## config.mk

```make
export PLATFORM = sky130hd
export DESIGN_NAME = csa_top
export DESIGN_NICKNAME = d
export VERILOG_FILES = /design/src/csa_pkg.sv /design/src/csa_top.sv
export SDC_FILE = /design/constraint.sdc
export NUM_CORES = 1
export LEC_CHECK = 0
export BUFFER_PORTS_ARGS = -buffer_cell sky130_fd_sc_hd__buf_2
export CAP_MARGIN = 10
export CORE_MARGIN = 4
export CORE_UTILIZATION = 25
export DETAILED_ROUTE_END_ITERATION = 10
export PLACE_DENSITY = 0.55
export SLEW_MARGIN = 20
export SYNTH_ARGS = -nofsm -noshare
export SYNTH_HDL_FRONTEND = slang
export SYNTH_SLANG_ARGS = --single-unit
```

## constraint.sdc

```tcl
create_clock -name SYS_CLK -period 3.57 [get_ports SYS_CLK]
set_input_delay 0.357 -clock SYS_CLK [delete_from_list [all_inputs] [get_ports SYS_CLK]]
set_output_delay 0.357 -clock SYS_CLK [all_outputs]
set_load 0.05 [all_outputs]
```

## src/csa_pkg.sv

```systemverilog
package csa_pkg;
  // Core state encoding; the output port carries it as a 3-bit code
  typedef enum logic [2:0] {
    CSA_ST_RESET,
    CSA_ST_EXC,
    CSA_ST_BUSREL,
    CSA_ST_EXEC,
    CSA_ST_PDOWN
  } csa_state_t;

  // Access sizes as issued by the load/store unit
  typedef enum logic [1:0] {
    CSA_SZ_BYTE,
    CSA_SZ_WORD,
    CSA_SZ_LONG,
    CSA_SZ_QUAD
  } csa_size_t;

  // Power-down variants chosen by the sleep request
  typedef enum logic [1:0] {
    CSA_PD_SLEEP,
    CSA_PD_DEEP,
    CSA_PD_STANDBY,
    CSA_PD_NONE
  } csa_pd_t;

  // Data access presented by the core
  typedef struct packed {
    logic        valid;
    logic        write;
    logic        translated;
    csa_size_t   size;
    logic [31:0] addr;
    logic [31:0] rdata;
  } csa_acc_req_t;

  // Result of the access check, one cycle after the request
  typedef struct packed {
    logic        done;
    logic        err;
    logic        ctrl_hit;
    logic [25:0] ctrl_off;
    logic [31:0] load_data;
  } csa_acc_rsp_t;

  localparam logic [31:0] CSA_RESET_VEC = 32'hA0000000;
  localparam logic [31:0] CSA_VBR_RST   = 32'h00000000;
  localparam logic [31:0] CSA_SR_RST    = 32'h700000F0;
  localparam int          CSA_MD_BIT    = 30;
  localparam int          CSA_RB_BIT    = 29;
  localparam int          CSA_BL_BIT    = 28;
  localparam int          CSA_REG_LSB   = 26;
  localparam logic [5:0]  CSA_LO_REGION = 6'h07;
  localparam logic [5:0]  CSA_HI_REGION = 6'h3F;
  localparam int          CSA_SYNC_LEN  = 3;

  // Register offsets on the slave port (byte addresses)
  localparam logic [7:0]  CSA_OFF_SR    = 8'h00;
  localparam logic [7:0]  CSA_OFF_VBR   = 8'h04;
  localparam logic [7:0]  CSA_OFF_SPC   = 8'h08;
  localparam logic [7:0]  CSA_OFF_SSR   = 8'h0C;
  localparam logic [7:0]  CSA_OFF_SGR   = 8'h10;
  localparam logic [7:0]  CSA_OFF_INFO  = 8'h14;
endpackage

```

## src/csa_top.sv

```systemverilog
`timescale 1ns/1ps
module csa_top
  import csa_pkg::*;
#(
  parameter logic [31:0] ADDR_ERR_OFFSET = 32'h00000100
) (
  input  wire logic         SYS_CLK,
  input  wire logic         RST,
  input  wire logic         RESET_PIN_N,
  input  wire logic         MANUAL_RESET_PIN_N,
  input  wire logic         ENDIAN_SELECT_PIN,
  input  wire logic         BUS_REQ,
  input  wire logic         EXC_REQ,
  input  wire logic [31:0]  EXC_OFFSET,
  input  wire logic [31:0]  CUR_PC,
  input  wire logic [31:0]  CUR_SP,
  input  wire logic         SLEEP_EXEC,
  input  wire csa_pd_t      SLEEP_MODE,
  input  wire logic         WAKE,
  input  wire csa_acc_req_t ACC_REQ,
  output csa_acc_rsp_t      ACC_RSP,
  output logic              FETCH_VALID,
  output logic [31:0]       FETCH_PC,
  output logic [2:0]        CPU_STATE,
  output logic [31:0]       STATUS_WORD,
  output logic              LITTLE_ENDIAN,
  output logic              BUS_GRANT,
  output logic              PERIPH_RST,
  output logic              BUS_UNIT_RST,
  output csa_pd_t           PDOWN_MODE,
  input  wire logic [7:0]   AVS_ADDRESS,
  input  wire logic         AVS_READ,
  input  wire logic         AVS_WRITE,
  input  wire logic [31:0]  AVS_WRITEDATA,
  input  wire logic [3:0]   AVS_BYTEENABLE,
  output logic [31:0]       AVS_READDATA,
  output logic              AVS_WAITREQUEST
);

  // Pin synchronisers: three stages, a change counts when stages 2 and 3 agree
  logic [CSA_SYNC_LEN-1:0] por_sync_reg;
  logic [CSA_SYNC_LEN-1:0] mrst_sync_reg;
  logic [CSA_SYNC_LEN-1:0] end_sync_reg;
  logic [CSA_SYNC_LEN-1:0] busq_sync_reg;
  logic                    por_n_reg;
  logic                    por_n_next;
  logic                    mrst_n_reg;
  logic                    mrst_n_next;
  logic                    endian_pin_reg;
  logic                    endian_pin_next;
  logic                    busq_reg;
  logic                    busq_next;

  // Filtered values follow only once the last two stages agree
  always_comb begin
    por_n_next      = por_n_reg;
    mrst_n_next     = mrst_n_reg;
    endian_pin_next = endian_pin_reg;
    busq_next       = busq_reg;
    if (por_sync_reg[1] == por_sync_reg[2]) begin
      por_n_next = por_sync_reg[2];
    end
    if (mrst_sync_reg[1] == mrst_sync_reg[2]) begin
      mrst_n_next = mrst_sync_reg[2];
    end
    if (end_sync_reg[1] == end_sync_reg[2]) begin
      endian_pin_next = end_sync_reg[2];
    end
    if (busq_sync_reg[1] == busq_sync_reg[2]) begin
      busq_next = busq_sync_reg[2];
    end
  end

  // Reset pins start out asserted so the core comes up in reset
  always_ff @(posedge SYS_CLK) begin
    if (RST) begin
      por_sync_reg   <= '0;
      mrst_sync_reg  <= '0;
      end_sync_reg   <= '0;
      busq_sync_reg  <= '0;
      por_n_reg      <= 1'b0;
      mrst_n_reg     <= 1'b0;
      endian_pin_reg <= 1'b0;
      busq_reg       <= 1'b0;
    end else begin
      por_sync_reg   <= {por_sync_reg[1:0], RESET_PIN_N};
      mrst_sync_reg  <= {mrst_sync_reg[1:0], MANUAL_RESET_PIN_N};
      end_sync_reg   <= {end_sync_reg[1:0], ENDIAN_SELECT_PIN};
      busq_sync_reg  <= {busq_sync_reg[1:0], BUS_REQ};
      por_n_reg      <= por_n_next;
      mrst_n_reg     <= mrst_n_next;
      endian_pin_reg <= endian_pin_next;
      busq_reg       <= busq_next;
    end
  end

  // Core state, context and mode registers
  csa_state_t   state_reg,   state_next;
  logic [31:0]  sr_reg,      sr_next;
  logic [31:0]  vbr_reg,     vbr_next;
  logic [31:0]  spc_reg,     spc_next;
  logic [31:0]  ssr_reg,     ssr_next;
  logic [31:0]  sgr_reg,     sgr_next;
  logic [31:0]  pc_reg,      pc_next;
  logic         fvalid_reg,  fvalid_next;
  logic         le_reg,      le_next;
  logic         prst_reg,    prst_next;
  logic         brst_reg,    brst_next;
  logic         grant_reg,   grant_next;
  csa_pd_t      pd_reg,      pd_next;
  csa_acc_rsp_t rsp_reg,     rsp_next;
  logic         wait_reg,    wait_next;
  logic [31:0]  rdata_reg,   rdata_next;

  // Access check terms, evaluated in the cycle the core presents the access
  logic        acc_live;
  logic        acc_misal;
  logic        acc_user_hi;
  logic        acc_err;
  logic [5:0]  acc_region;
  logic [1:0]  lane;
  logic [7:0]  ld_byte;
  logic [15:0] ld_half;
  logic        bus_ack;
  logic [31:0] wmask;

  assign acc_region = ACC_REQ.addr[31:CSA_REG_LSB];
  assign acc_live   = ACC_REQ.valid && (state_reg == CSA_ST_EXEC);
  // Quad accesses are held to 8-byte alignment as well
  assign acc_misal  = ((ACC_REQ.size == CSA_SZ_WORD) && ACC_REQ.addr[0]) ||
                      ((ACC_REQ.size == CSA_SZ_LONG) && (ACC_REQ.addr[1:0] != 2'h0)) ||
                      ((ACC_REQ.size == CSA_SZ_QUAD) && (ACC_REQ.addr[2:0] != 3'h0));
  // Translated accesses may reach the mirror even from user mode
  assign acc_user_hi = (acc_region == CSA_HI_REGION) && !sr_reg[CSA_MD_BIT] &&
                       !ACC_REQ.translated;
  assign acc_err    = acc_live && (acc_misal || acc_user_hi);
  // Byte lane within the longword: big endian counts from the top
  assign lane       = le_reg ? ACC_REQ.addr[1:0] : ~ACC_REQ.addr[1:0];
  assign ld_byte    = ACC_REQ.rdata[{lane, 3'h0} +: 8];
  assign ld_half    = le_reg ? ACC_REQ.rdata[{ACC_REQ.addr[1], 4'h0} +: 16] :
                               ACC_REQ.rdata[{~ACC_REQ.addr[1], 4'h0} +: 16];
  assign bus_ack    = (AVS_READ || AVS_WRITE) && !wait_reg;
  assign wmask      = {{8{AVS_BYTEENABLE[3]}}, {8{AVS_BYTEENABLE[2]}},
                       {8{AVS_BYTEENABLE[1]}}, {8{AVS_BYTEENABLE[0]}}};

  // State sequencing; reset outranks exceptions, which outrank bus and sleep
  always_comb begin
    state_next  = state_reg;
    sr_next     = sr_reg;
    vbr_next    = vbr_reg;
    spc_next    = spc_reg;
    ssr_next    = ssr_reg;
    sgr_next    = sgr_reg;
    pc_next     = pc_reg;
    fvalid_next = 1'b0;
    le_next     = le_reg;
    prst_next   = !por_n_reg || !mrst_n_reg;
    brst_next   = !por_n_reg;
    grant_next  = grant_reg;
    pd_next     = pd_reg;
    // Software writes land first so any hardware entry below overrides them
    if (AVS_WRITE && bus_ack && (AVS_ADDRESS == CSA_OFF_SR)) begin
      sr_next = (sr_reg & ~wmask) | (AVS_WRITEDATA & wmask);
    end
    if (AVS_WRITE && bus_ack && (AVS_ADDRESS == CSA_OFF_VBR)) begin
      vbr_next = (vbr_reg & ~wmask) | (AVS_WRITEDATA & wmask);
    end
    if (!por_n_reg) begin
      // Power-on reset: everything, bus unit included, and catch byte order
      state_next = CSA_ST_RESET;
      // Take the filtered value as it settles, so a strap that clears the filter
      // together with the reset pin is still caught before reset ends
      le_next    = endian_pin_next;
      sr_next    = CSA_SR_RST;
      vbr_next   = CSA_VBR_RST;
      grant_next = 1'b0;
      pd_next    = CSA_PD_NONE;
    end else if (!mrst_n_reg) begin
      // Manual reset keeps byte order and leaves refresh running
      state_next = CSA_ST_RESET;
      sr_next    = CSA_SR_RST;
      vbr_next   = CSA_VBR_RST;
      grant_next = 1'b0;
      pd_next    = CSA_PD_NONE;
    end else begin
      unique case (state_reg)
        CSA_ST_RESET: begin
          state_next  = CSA_ST_EXEC;
          pc_next     = CSA_RESET_VEC;
          fvalid_next = 1'b1;
        end
        CSA_ST_EXC: begin
          state_next  = CSA_ST_EXEC;
          fvalid_next = 1'b1;
        end
        CSA_ST_EXEC: begin
          if (EXC_REQ || acc_err) begin
            // Context save uses the word before any same-cycle software write
            state_next = CSA_ST_EXC;
            spc_next   = CUR_PC;
            ssr_next   = sr_reg;
            sgr_next   = CUR_SP;
            sr_next[CSA_MD_BIT] = 1'b1;
            sr_next[CSA_RB_BIT] = 1'b1;
            sr_next[CSA_BL_BIT] = 1'b1;
            pc_next    = vbr_reg + (acc_err ? ADDR_ERR_OFFSET : EXC_OFFSET);
          end else if (busq_reg) begin
            state_next = CSA_ST_BUSREL;
            grant_next = 1'b1;
          end else if (SLEEP_EXEC) begin
            state_next = CSA_ST_PDOWN;
            pd_next    = SLEEP_MODE;
          end
        end
        CSA_ST_BUSREL: begin
          if (!busq_reg) begin
            state_next = CSA_ST_EXEC;
            grant_next = 1'b0;
          end
        end
        CSA_ST_PDOWN: begin
          if (WAKE) begin
            state_next = CSA_ST_EXEC;
            pd_next    = CSA_PD_NONE;
          end
        end
      endcase
    end
  end

  // Access result: aborted on error, loads widened by sign extension
  always_comb begin
    rsp_next           = '0;
    rsp_next.done      = acc_live;
    rsp_next.err       = acc_err;
    rsp_next.ctrl_hit  = acc_live && !acc_err &&
                         ((acc_region == CSA_LO_REGION) || (acc_region == CSA_HI_REGION));
    rsp_next.ctrl_off  = ACC_REQ.addr[CSA_REG_LSB-1:0];
    if (acc_live && !acc_err && !ACC_REQ.write) begin
      unique case (ACC_REQ.size)
        CSA_SZ_BYTE: rsp_next.load_data = {{24{ld_byte[7]}}, ld_byte};
        CSA_SZ_WORD: rsp_next.load_data = {{16{ld_half[15]}}, ld_half};
        CSA_SZ_LONG: rsp_next.load_data = ACC_REQ.rdata;
        // Halves of a quad pass as they are, so little endian sees them swapped
        CSA_SZ_QUAD: rsp_next.load_data = ACC_REQ.rdata;
      endcase
    end
  end

  // Slave port: one wait cycle per request, then the answer
  always_comb begin
    wait_next  = 1'b1;
    rdata_next = rdata_reg;
    if ((AVS_READ || AVS_WRITE) && wait_reg) begin
      wait_next = 1'b0;
      // Unmapped offsets read as zero and ignore writes
      unique case (AVS_ADDRESS)
        CSA_OFF_SR:   rdata_next = sr_reg;
        CSA_OFF_VBR:  rdata_next = vbr_reg;
        CSA_OFF_SPC:  rdata_next = spc_reg;
        CSA_OFF_SSR:  rdata_next = ssr_reg;
        CSA_OFF_SGR:  rdata_next = sgr_reg;
        CSA_OFF_INFO: rdata_next = {25'h0000000, le_reg, grant_reg, pd_reg,
                                   state_reg};
        default:      rdata_next = 32'h00000000;
      endcase
    end
  end

  // All registers but the pin filters; the synchronous reset gives constants only
  always_ff @(posedge SYS_CLK) begin
    if (RST) begin
      state_reg  <= CSA_ST_RESET;
      sr_reg     <= CSA_SR_RST;
      vbr_reg    <= CSA_VBR_RST;
      spc_reg    <= 32'h00000000;
      ssr_reg    <= 32'h00000000;
      sgr_reg    <= 32'h00000000;
      pc_reg     <= CSA_RESET_VEC;
      fvalid_reg <= 1'b0;
      le_reg     <= 1'b0;
      prst_reg   <= 1'b1;
      brst_reg   <= 1'b1;
      grant_reg  <= 1'b0;
      pd_reg     <= CSA_PD_NONE;
      rsp_reg    <= '0;
      wait_reg   <= 1'b1;
      rdata_reg  <= 32'h00000000;
    end else begin
      state_reg  <= state_next;
      sr_reg     <= sr_next;
      vbr_reg    <= vbr_next;
      spc_reg    <= spc_next;
      ssr_reg    <= ssr_next;
      sgr_reg    <= sgr_next;
      pc_reg     <= pc_next;
      fvalid_reg <= fvalid_next;
      le_reg     <= le_next;
      prst_reg   <= prst_next;
      brst_reg   <= brst_next;
      grant_reg  <= grant_next;
      pd_reg     <= pd_next;
      rsp_reg    <= rsp_next;
      wait_reg   <= wait_next;
      rdata_reg  <= rdata_next;
    end
  end

  // Outputs straight from flops
  assign ACC_RSP         = rsp_reg;
  assign FETCH_VALID     = fvalid_reg;
  assign FETCH_PC        = pc_reg;
  assign CPU_STATE       = state_reg;
  assign STATUS_WORD     = sr_reg;
  assign LITTLE_ENDIAN   = le_reg;
  assign BUS_GRANT       = grant_reg;
  assign PERIPH_RST      = prst_reg;
  assign BUS_UNIT_RST    = brst_reg;
  assign PDOWN_MODE      = pd_reg;
  assign AVS_READDATA    = rdata_reg;
  assign AVS_WAITREQUEST = wait_reg;

endmodule // csa_top

```

---- After elaboration in Yosys (flattened, before gate mapping) ----
Cells that the tools add are included.
storage, ports and cells
  register bits ........................... 312
  bits in latches ......................... 0
  bits in writable memories ............... 0
  bits in read-only memories .............. 0
  bits of input ports ..................... 222
  word-level logic and storage cells ...... 144
  memories kept ........................... 0
operators by class
  $add $sub $neg .......................... 1
  multiply operators ...................... 0
  divide/modulo/power cells ............... 0
  order comparisons ....................... 0
  eq/ne operators ......................... 26
  shift-type cells ........................ 3
  muxes and demuxes ....................... 28
  bitwise operators ....................... 11
  reductions and logical operators ........ 46
operators by type and width
  kind                  count
  $pmux W32 S6          1
  $and A32 B32 Y32      3
  $pmux W32 S3          1
  $mux W32              2
  $or A32 B32 Y32       2
  $pmux W32 S2          1
  $shiftx A32 B6 Y16    2
  $add A32 B32 Y32      1
  $not A32 Y32          1
  $shiftx A32 B6 Y8     1
  $mux W31              1
  $mux W3               7
  $eq A8 B4 Y1 const B  2
  $eq A8 B5 Y1 const B  2
  $mux W16              1
  $logic_and A1 B1 Y1   15
  $ne A2 B2 Y1 const B  6
  $pmux W3 S4           1
  $reduce_and A4 Y1     3
  $mux W2               5
  $eq A8 B3 Y1 const B  1
  $logic_not A8 Y1      1
  $reduce_bool A2 Y1    4
  $logic_not A1 Y1      7
  other kinds (23)      44

---- Longest topological paths before layout ----
  depth after elaboration ................. 11
  gate-level depth with buffers ........... 16

---- Worst setup path before layout ----
No wires, ideal clock.
  path kind ............................... reg-to-reg
  from .................................... register state_reg[1] (netlist: CPU_STATE[1])
  to ...................................... register pc_reg[19] (netlist: FETCH_PC[19])
  setup time .............................. 0.125 ns
  arrival ................................. 3.526 ns
  required time ........................... 3.445 ns
  path slack .............................. -0.081 ns
  cell stages (with the launch flop) ...... 17
  buffers on the path ..................... 2
  clock period less this slack ............ 3.651 ns
  cells stage by stage .................... dfxtp_1 buf_2 and2b_1 and2_1 nand3_1 clkbuf_1 nand2_1 inv_1 ha_1 a21oi_1 nor2_1 or4_1 a31oi_1 o21ai_1 a41oi_1 xor2_1 o21ai_1
between the ends
  longest elaborated chain between the ends .. 7
  elaborated cells between the ends (all ways) .. 12
  classes of those cells .................. add/sub (1); eq/ne (2); mux (3); reduce/logical (6)
ends and longest elaborated chain
  what                    RTL line                        source
  start, declared         csa_top.sv:98                   csa_state_t state_reg, state_next;
  start signal, assigned  csa_top.sv:290                  state_reg <= state_next;
  $eq A3 B2 Y1            csa_top.sv:128, csa_top.sv:186
  $logic_and A1 B1 Y1     csa_top.sv:128                  assign acc_live = ACC_REQ.valid && (state_reg == CSA_ST_EXEC);
  $logic_and A1 B1 Y1     csa_top.sv:136                  assign acc_err = acc_live && (acc_misal || acc_user_hi);
  $mux W32                csa_top.sv:206                  pc_next = vbr_reg + (acc_err ? ADDR_ERR_OFFSET : EXC_OFFSET);
  $add A32 B32 Y32        csa_top.sv:206
  $mux W32                csa_top.sv:197                  if (EXC_REQ || acc_err) begin
  $pmux W32 S2            csa_top.sv:186                  unique case (state_reg)
  end signal, assigned    csa_top.sv:296                  pc_reg <= pc_next;
  end, declared           csa_top.sv:104                  logic [31:0] pc_reg, pc_next;
Several ways; a longest one is shown, not always the timed one. The select of a mux whose other input is x is not followed.
A chain may end at the register's enable or synchronous reset.

---- Final worst setup path ----
  from .................................... register sr_reg[30] (netlist: STATUS_WORD[30])
  to ...................................... register pc_reg[10] (netlist: FETCH_PC[10])
between the ends
  longest elaborated chain between the ends .. 9
  elaborated cells between the ends (all ways) .. 12
  classes of those cells .................. add/sub (1); eq/ne (1); mux (3); reduce/logical (7)
ends and longest elaborated chain
  what                                RTL line        source
  start, declared                     csa_top.sv:99   logic [31:0] sr_reg, sr_next;
  start signal, assigned              csa_top.sv:291  sr_reg <= sr_next;
  $logic_not A1 Y1 *                  csa_top.sv:134  assign acc_user_hi = (acc_region == CSA_HI_REGION) && !sr_reg[CSA_MD_BIT] &&
  $logic_and A1 B1 Y1 * (2 in a row)  csa_top.sv:134
  $logic_or A1 B1 Y1 *                csa_top.sv:136
  $logic_and A1 B1 Y1 *               csa_top.sv:136
  $mux W32                            csa_top.sv:206
  $add A32 B32 Y32                    csa_top.sv:206
  $mux W32                            csa_top.sv:197
  $pmux W32 S2                        csa_top.sv:186
Every way passes the cells marked *; elsewhere a longest branch is shown, timed or not. The select of a mux whose other input is x is not followed.

==> out/qor.yml <==
timing:
  slew-limit-headroom: 0.2610
  worstMarginPinSlew_ns: 1.108
  setup_violations: 0
  layout_setup_ws_ns: 0.1332
  skew_ns: 0.03303
  grt_setup_unrepaired: "true"
  fmax_mhz: 291.0
  whs_ns: 0.03322
  final_max_slew_viol_count: 0
  layout_min_cycle_time_ns: 3.437
  hold_violations: 0
  fin_crit_sh: 0.9627
place:
  dp_hpwl_mm: 43.54
  portBuffers: 389
  dp_slack_ns: -0.2162
  gp_congestion: 0.8739
setup_path:
  slowest_stage: "or3_4"
  critPathLaunchType: "flip-flop"
  r2r_slack_ns: 0.13
  cp_max_fo: 7
  path_cells: "nand4b_1 -> or3_4 -> nand2_4 -> nand3_4 -> and2_1 -> ha_1 -> inv_1 -> fa_2 -> nor2b_1 -> o31ai_2 -> buf_4 -> a21oi_1 -> o21ai_1 -> a21boi_1 -> o21a_1 -> or3_1 -> a32o_1"
  critPathKind: "flip-flop to flip-flop"
  end_kind: "flip-flop"
  worstPathRequired_ns: 4.00
  slowest_delay_ns: 0.37
  arrival_ns: 3.87
clocking:
  cts.sinks: 312
  cts_max_level: 2
  cts_buffer_depth: 3
  cts_tree: "built"
  clock_latency_ns: 0.56
  cts_buffers: 37
  root_buffer: "clkbuf_16"
  clkTransAtPathRegs_ns: 0.06
yosys:
  synth_compound_area_frac: 0.1758
  synthFlopType: "dfxtp_1"
  synth.mux.area_fraction: 0.07309
  syn_area_um2: 13880
  synth_nets: 1952
  avgSynthCellArea_um2: 8.176
  yosysWarnings: 0
  synth_xor_xnor_area_share: 0.01947
  synth_top_family_by_area: "simple AND/OR/NAND/NOR gates"
  synth_edf_count: 0
  ys_types: 70
  async_reset_ff_frac: 0
  ys_seq_area_frac: 0.4499
  synthAdderAreaFrac: 0.02938
  ys_ff_latch: 312
  synth_simple_gate_area_share: 0.2164
  syn_inst: 1698
route:
  firstDrtPassIters: 5
  vias: 13766
  drc: 0
  first_iter_violations: 748
  wl_per_cell_um: 19.23
  via_per_inst: 4.726
  postRouteAntennaNets: 0
  wl_mm: 56.02
cells_and_area:
  final_common_cell: "buf_2"
  nNetsFinal: 2389
  drive_gt1_frac: 0.2757
  layout_common_cells: "buf_2, nand2_1, dfxtp_1"
  fillers: 5840
  syn2layout_area_growth_pct: 34.35
floorplanning:
  num_rows: 86
  die_area_um2: 59370
  initial_core_util: 0.2525
  coreArea_um2: 54990
  ios: 390
  fp.dieH_um: 243.7
  die_w_um: 243.7
global_route:
  grtUsageTotal: 0.1782
  use_met1: 0.2146
  grt_pass1_vias: 13389
  top_usage_layer: "met2"
  use_met2: 0.3073
  grt_pass1_wl_mm: 81.87
  gr-total-overflow: 0
  antenna_found_initial: 16
  grt_start_max_net_pins: 97
  grt_use_met3: 0.05668
pwr:
  power.density_nw_per_um2: 433.0
  ir_worst_vdd_mv: 0.2587
  p_leak_nw: 8.046
  power_mw: 8.076
hold_path:
  worstHoldPathType: "input port to flip-flop"
flow_run:
  max_cap_violations: 0
status:
  status: "finished, final reports clean"
## layer usage
metal,wire length (um),vias up
li1,-,6710
met4,1342,20
met1,23110,6497
met2,26990,448
met3,4449,91
met5,131,-
## synth_stat cells (3+ instances only)
cell | number | area share
a21o_1 | 15 | 0.0081
mux2i_1 | 98 | 0.071
a22oi_1 | 19 | 0.010
dfxtp_1 | 312 | 0.45
nor4_1 | 5 | 0.0023
nor2_1 | 177 | 0.048
inv_1 | 14 | 0.0038
o21ai_1 | 12 | 0.0043
nand3_1 | 31 | 0.011
a311oi_1 | 6 | 0.0038
o21bai_1 | 4 | 0.0022
o21ai_0 | 44 | 0.016
a31oi_1 | 6 | 0.0027
o22ai_1 | 25 | 0.011
a211oi_1 | 5 | 0.0027
and3_1 | 6 | 0.0027
or2_2 | 6 | 0.0027
or3_1 | 5 | 0.0023
nand2_1 | 313 | 0.085
xnor2_1 | 16 | 0.010
buf_2 | 30 | 0.011
ha_1 | 31 | 0.028
buf_1 | 4 | 0.0011
a222oi_1 | 6 | 0.0043
nor2b_1 | 45 | 0.020
xor2_1 | 13 | 0.0082
a21oi_1 | 250 | 0.090
clkbuf_1 | 72 | 0.019
nand3b_1 | 4 | 0.0022
nand2b_1 | 12 | 0.0054
nor3_1 | 17 | 0.0061
nand4_1 | 7 | 0.0032
and2_1 | 35 | 0.016
o211ai_1 | 3 | 0.0016
o21a_1 | 6 | 0.0032
a22o_1 | 3 | 0.0019
## through the flow
stage / util / setup TNS, ns / instances / cell area, um^2
floorplan: - / 0 / 1698 / 13890
global placement: 0.3128 / -0.5032 / 2836 / 17200
detailed placement: 0.3130 / -1.175 / 2836 / 17210
CTS: 0.3374 / 0 / 2908 / 18550
global route: 0.3391 / -0.02591 / 2911 / 18650
finish: 0.3392 / 0 / 2913 / 18650
## worst max-delay path: cells and delay by family, from the launching register on
kind / cells / cell delay [ns]
AOI/OAI and AO/OA: 6 / 1.09
adders and majority gates: 2 / 0.39
buffers and inverters: 2 / 0.25
DFF: 1 / 0.31
and+or+nand+nor: 7 / 1.25
## kinds of logic (layout without fill, tap and decap cells)
| family | count (synthesis) | after routing |
|---|---|---|
| adder cells (fa/ha/maj) | 32 | 32 |
| flip-flops | 312 | 312 |
| other | 0 | 3 |
| AO/OA/AOI/OAI | 423 | 423 |
| buffers and inverters | 122 | 586 |
| XOR/XNOR | 30 | 30 |
| AND/OR/NAND/NOR | 679 | 679 |
| multiplexers | 100 | 100 |
## area by class of cell
cell class | count | area (um^2) | area share
sequential | 312 | 6250 | 0.3351
tap | 748 | 935.9 | 0.05017
timing repair buffer | 505 | 2899 | 0.1554
clock inverter | 19 | 261.5 | 0.01402
inverter | 15 | 56.30 | 0.003019
antenna | 3 | 7.507 | 0.0004025
clock buffer | 47 | 1003 | 0.05380
multi-input combinational | 1264 | 7239 | 0.3881
## report_power, final
part	internal (mW)	leakage (nW)	total (mW)	switching (mW)
Clock	2.37	0.613	3.94	1.58
Sequential	3.51	2.52	3.52	0.0120
Combinational	0.237	4.91	0.610	0.373
## worst paths after layout
kind,startpoint,end,cells past startpoint
worst min register to register,mrst_sync_reg[0],mrst_sync_reg[1],1
worst max-delay path,STATUS_WORD[30],FETCH_PC[10],17
worst min-delay path,ACC_REQ[46],ACC_RSP[46],2
worst max register to register,STATUS_WORD[30],FETCH_PC[10],17
## timing repair
action / CTS / global route
pin swaps: 0 / 6
endpoints found under the hold margin: 6 / 0
hold buffers: 6 / 0
endpoints found under the setup margin: 3 / 16
resized for setup: 3 / 16
cloned: 0 / 0
buffers inserted: 0 / 1
Power figures use the tool's default switching activity.
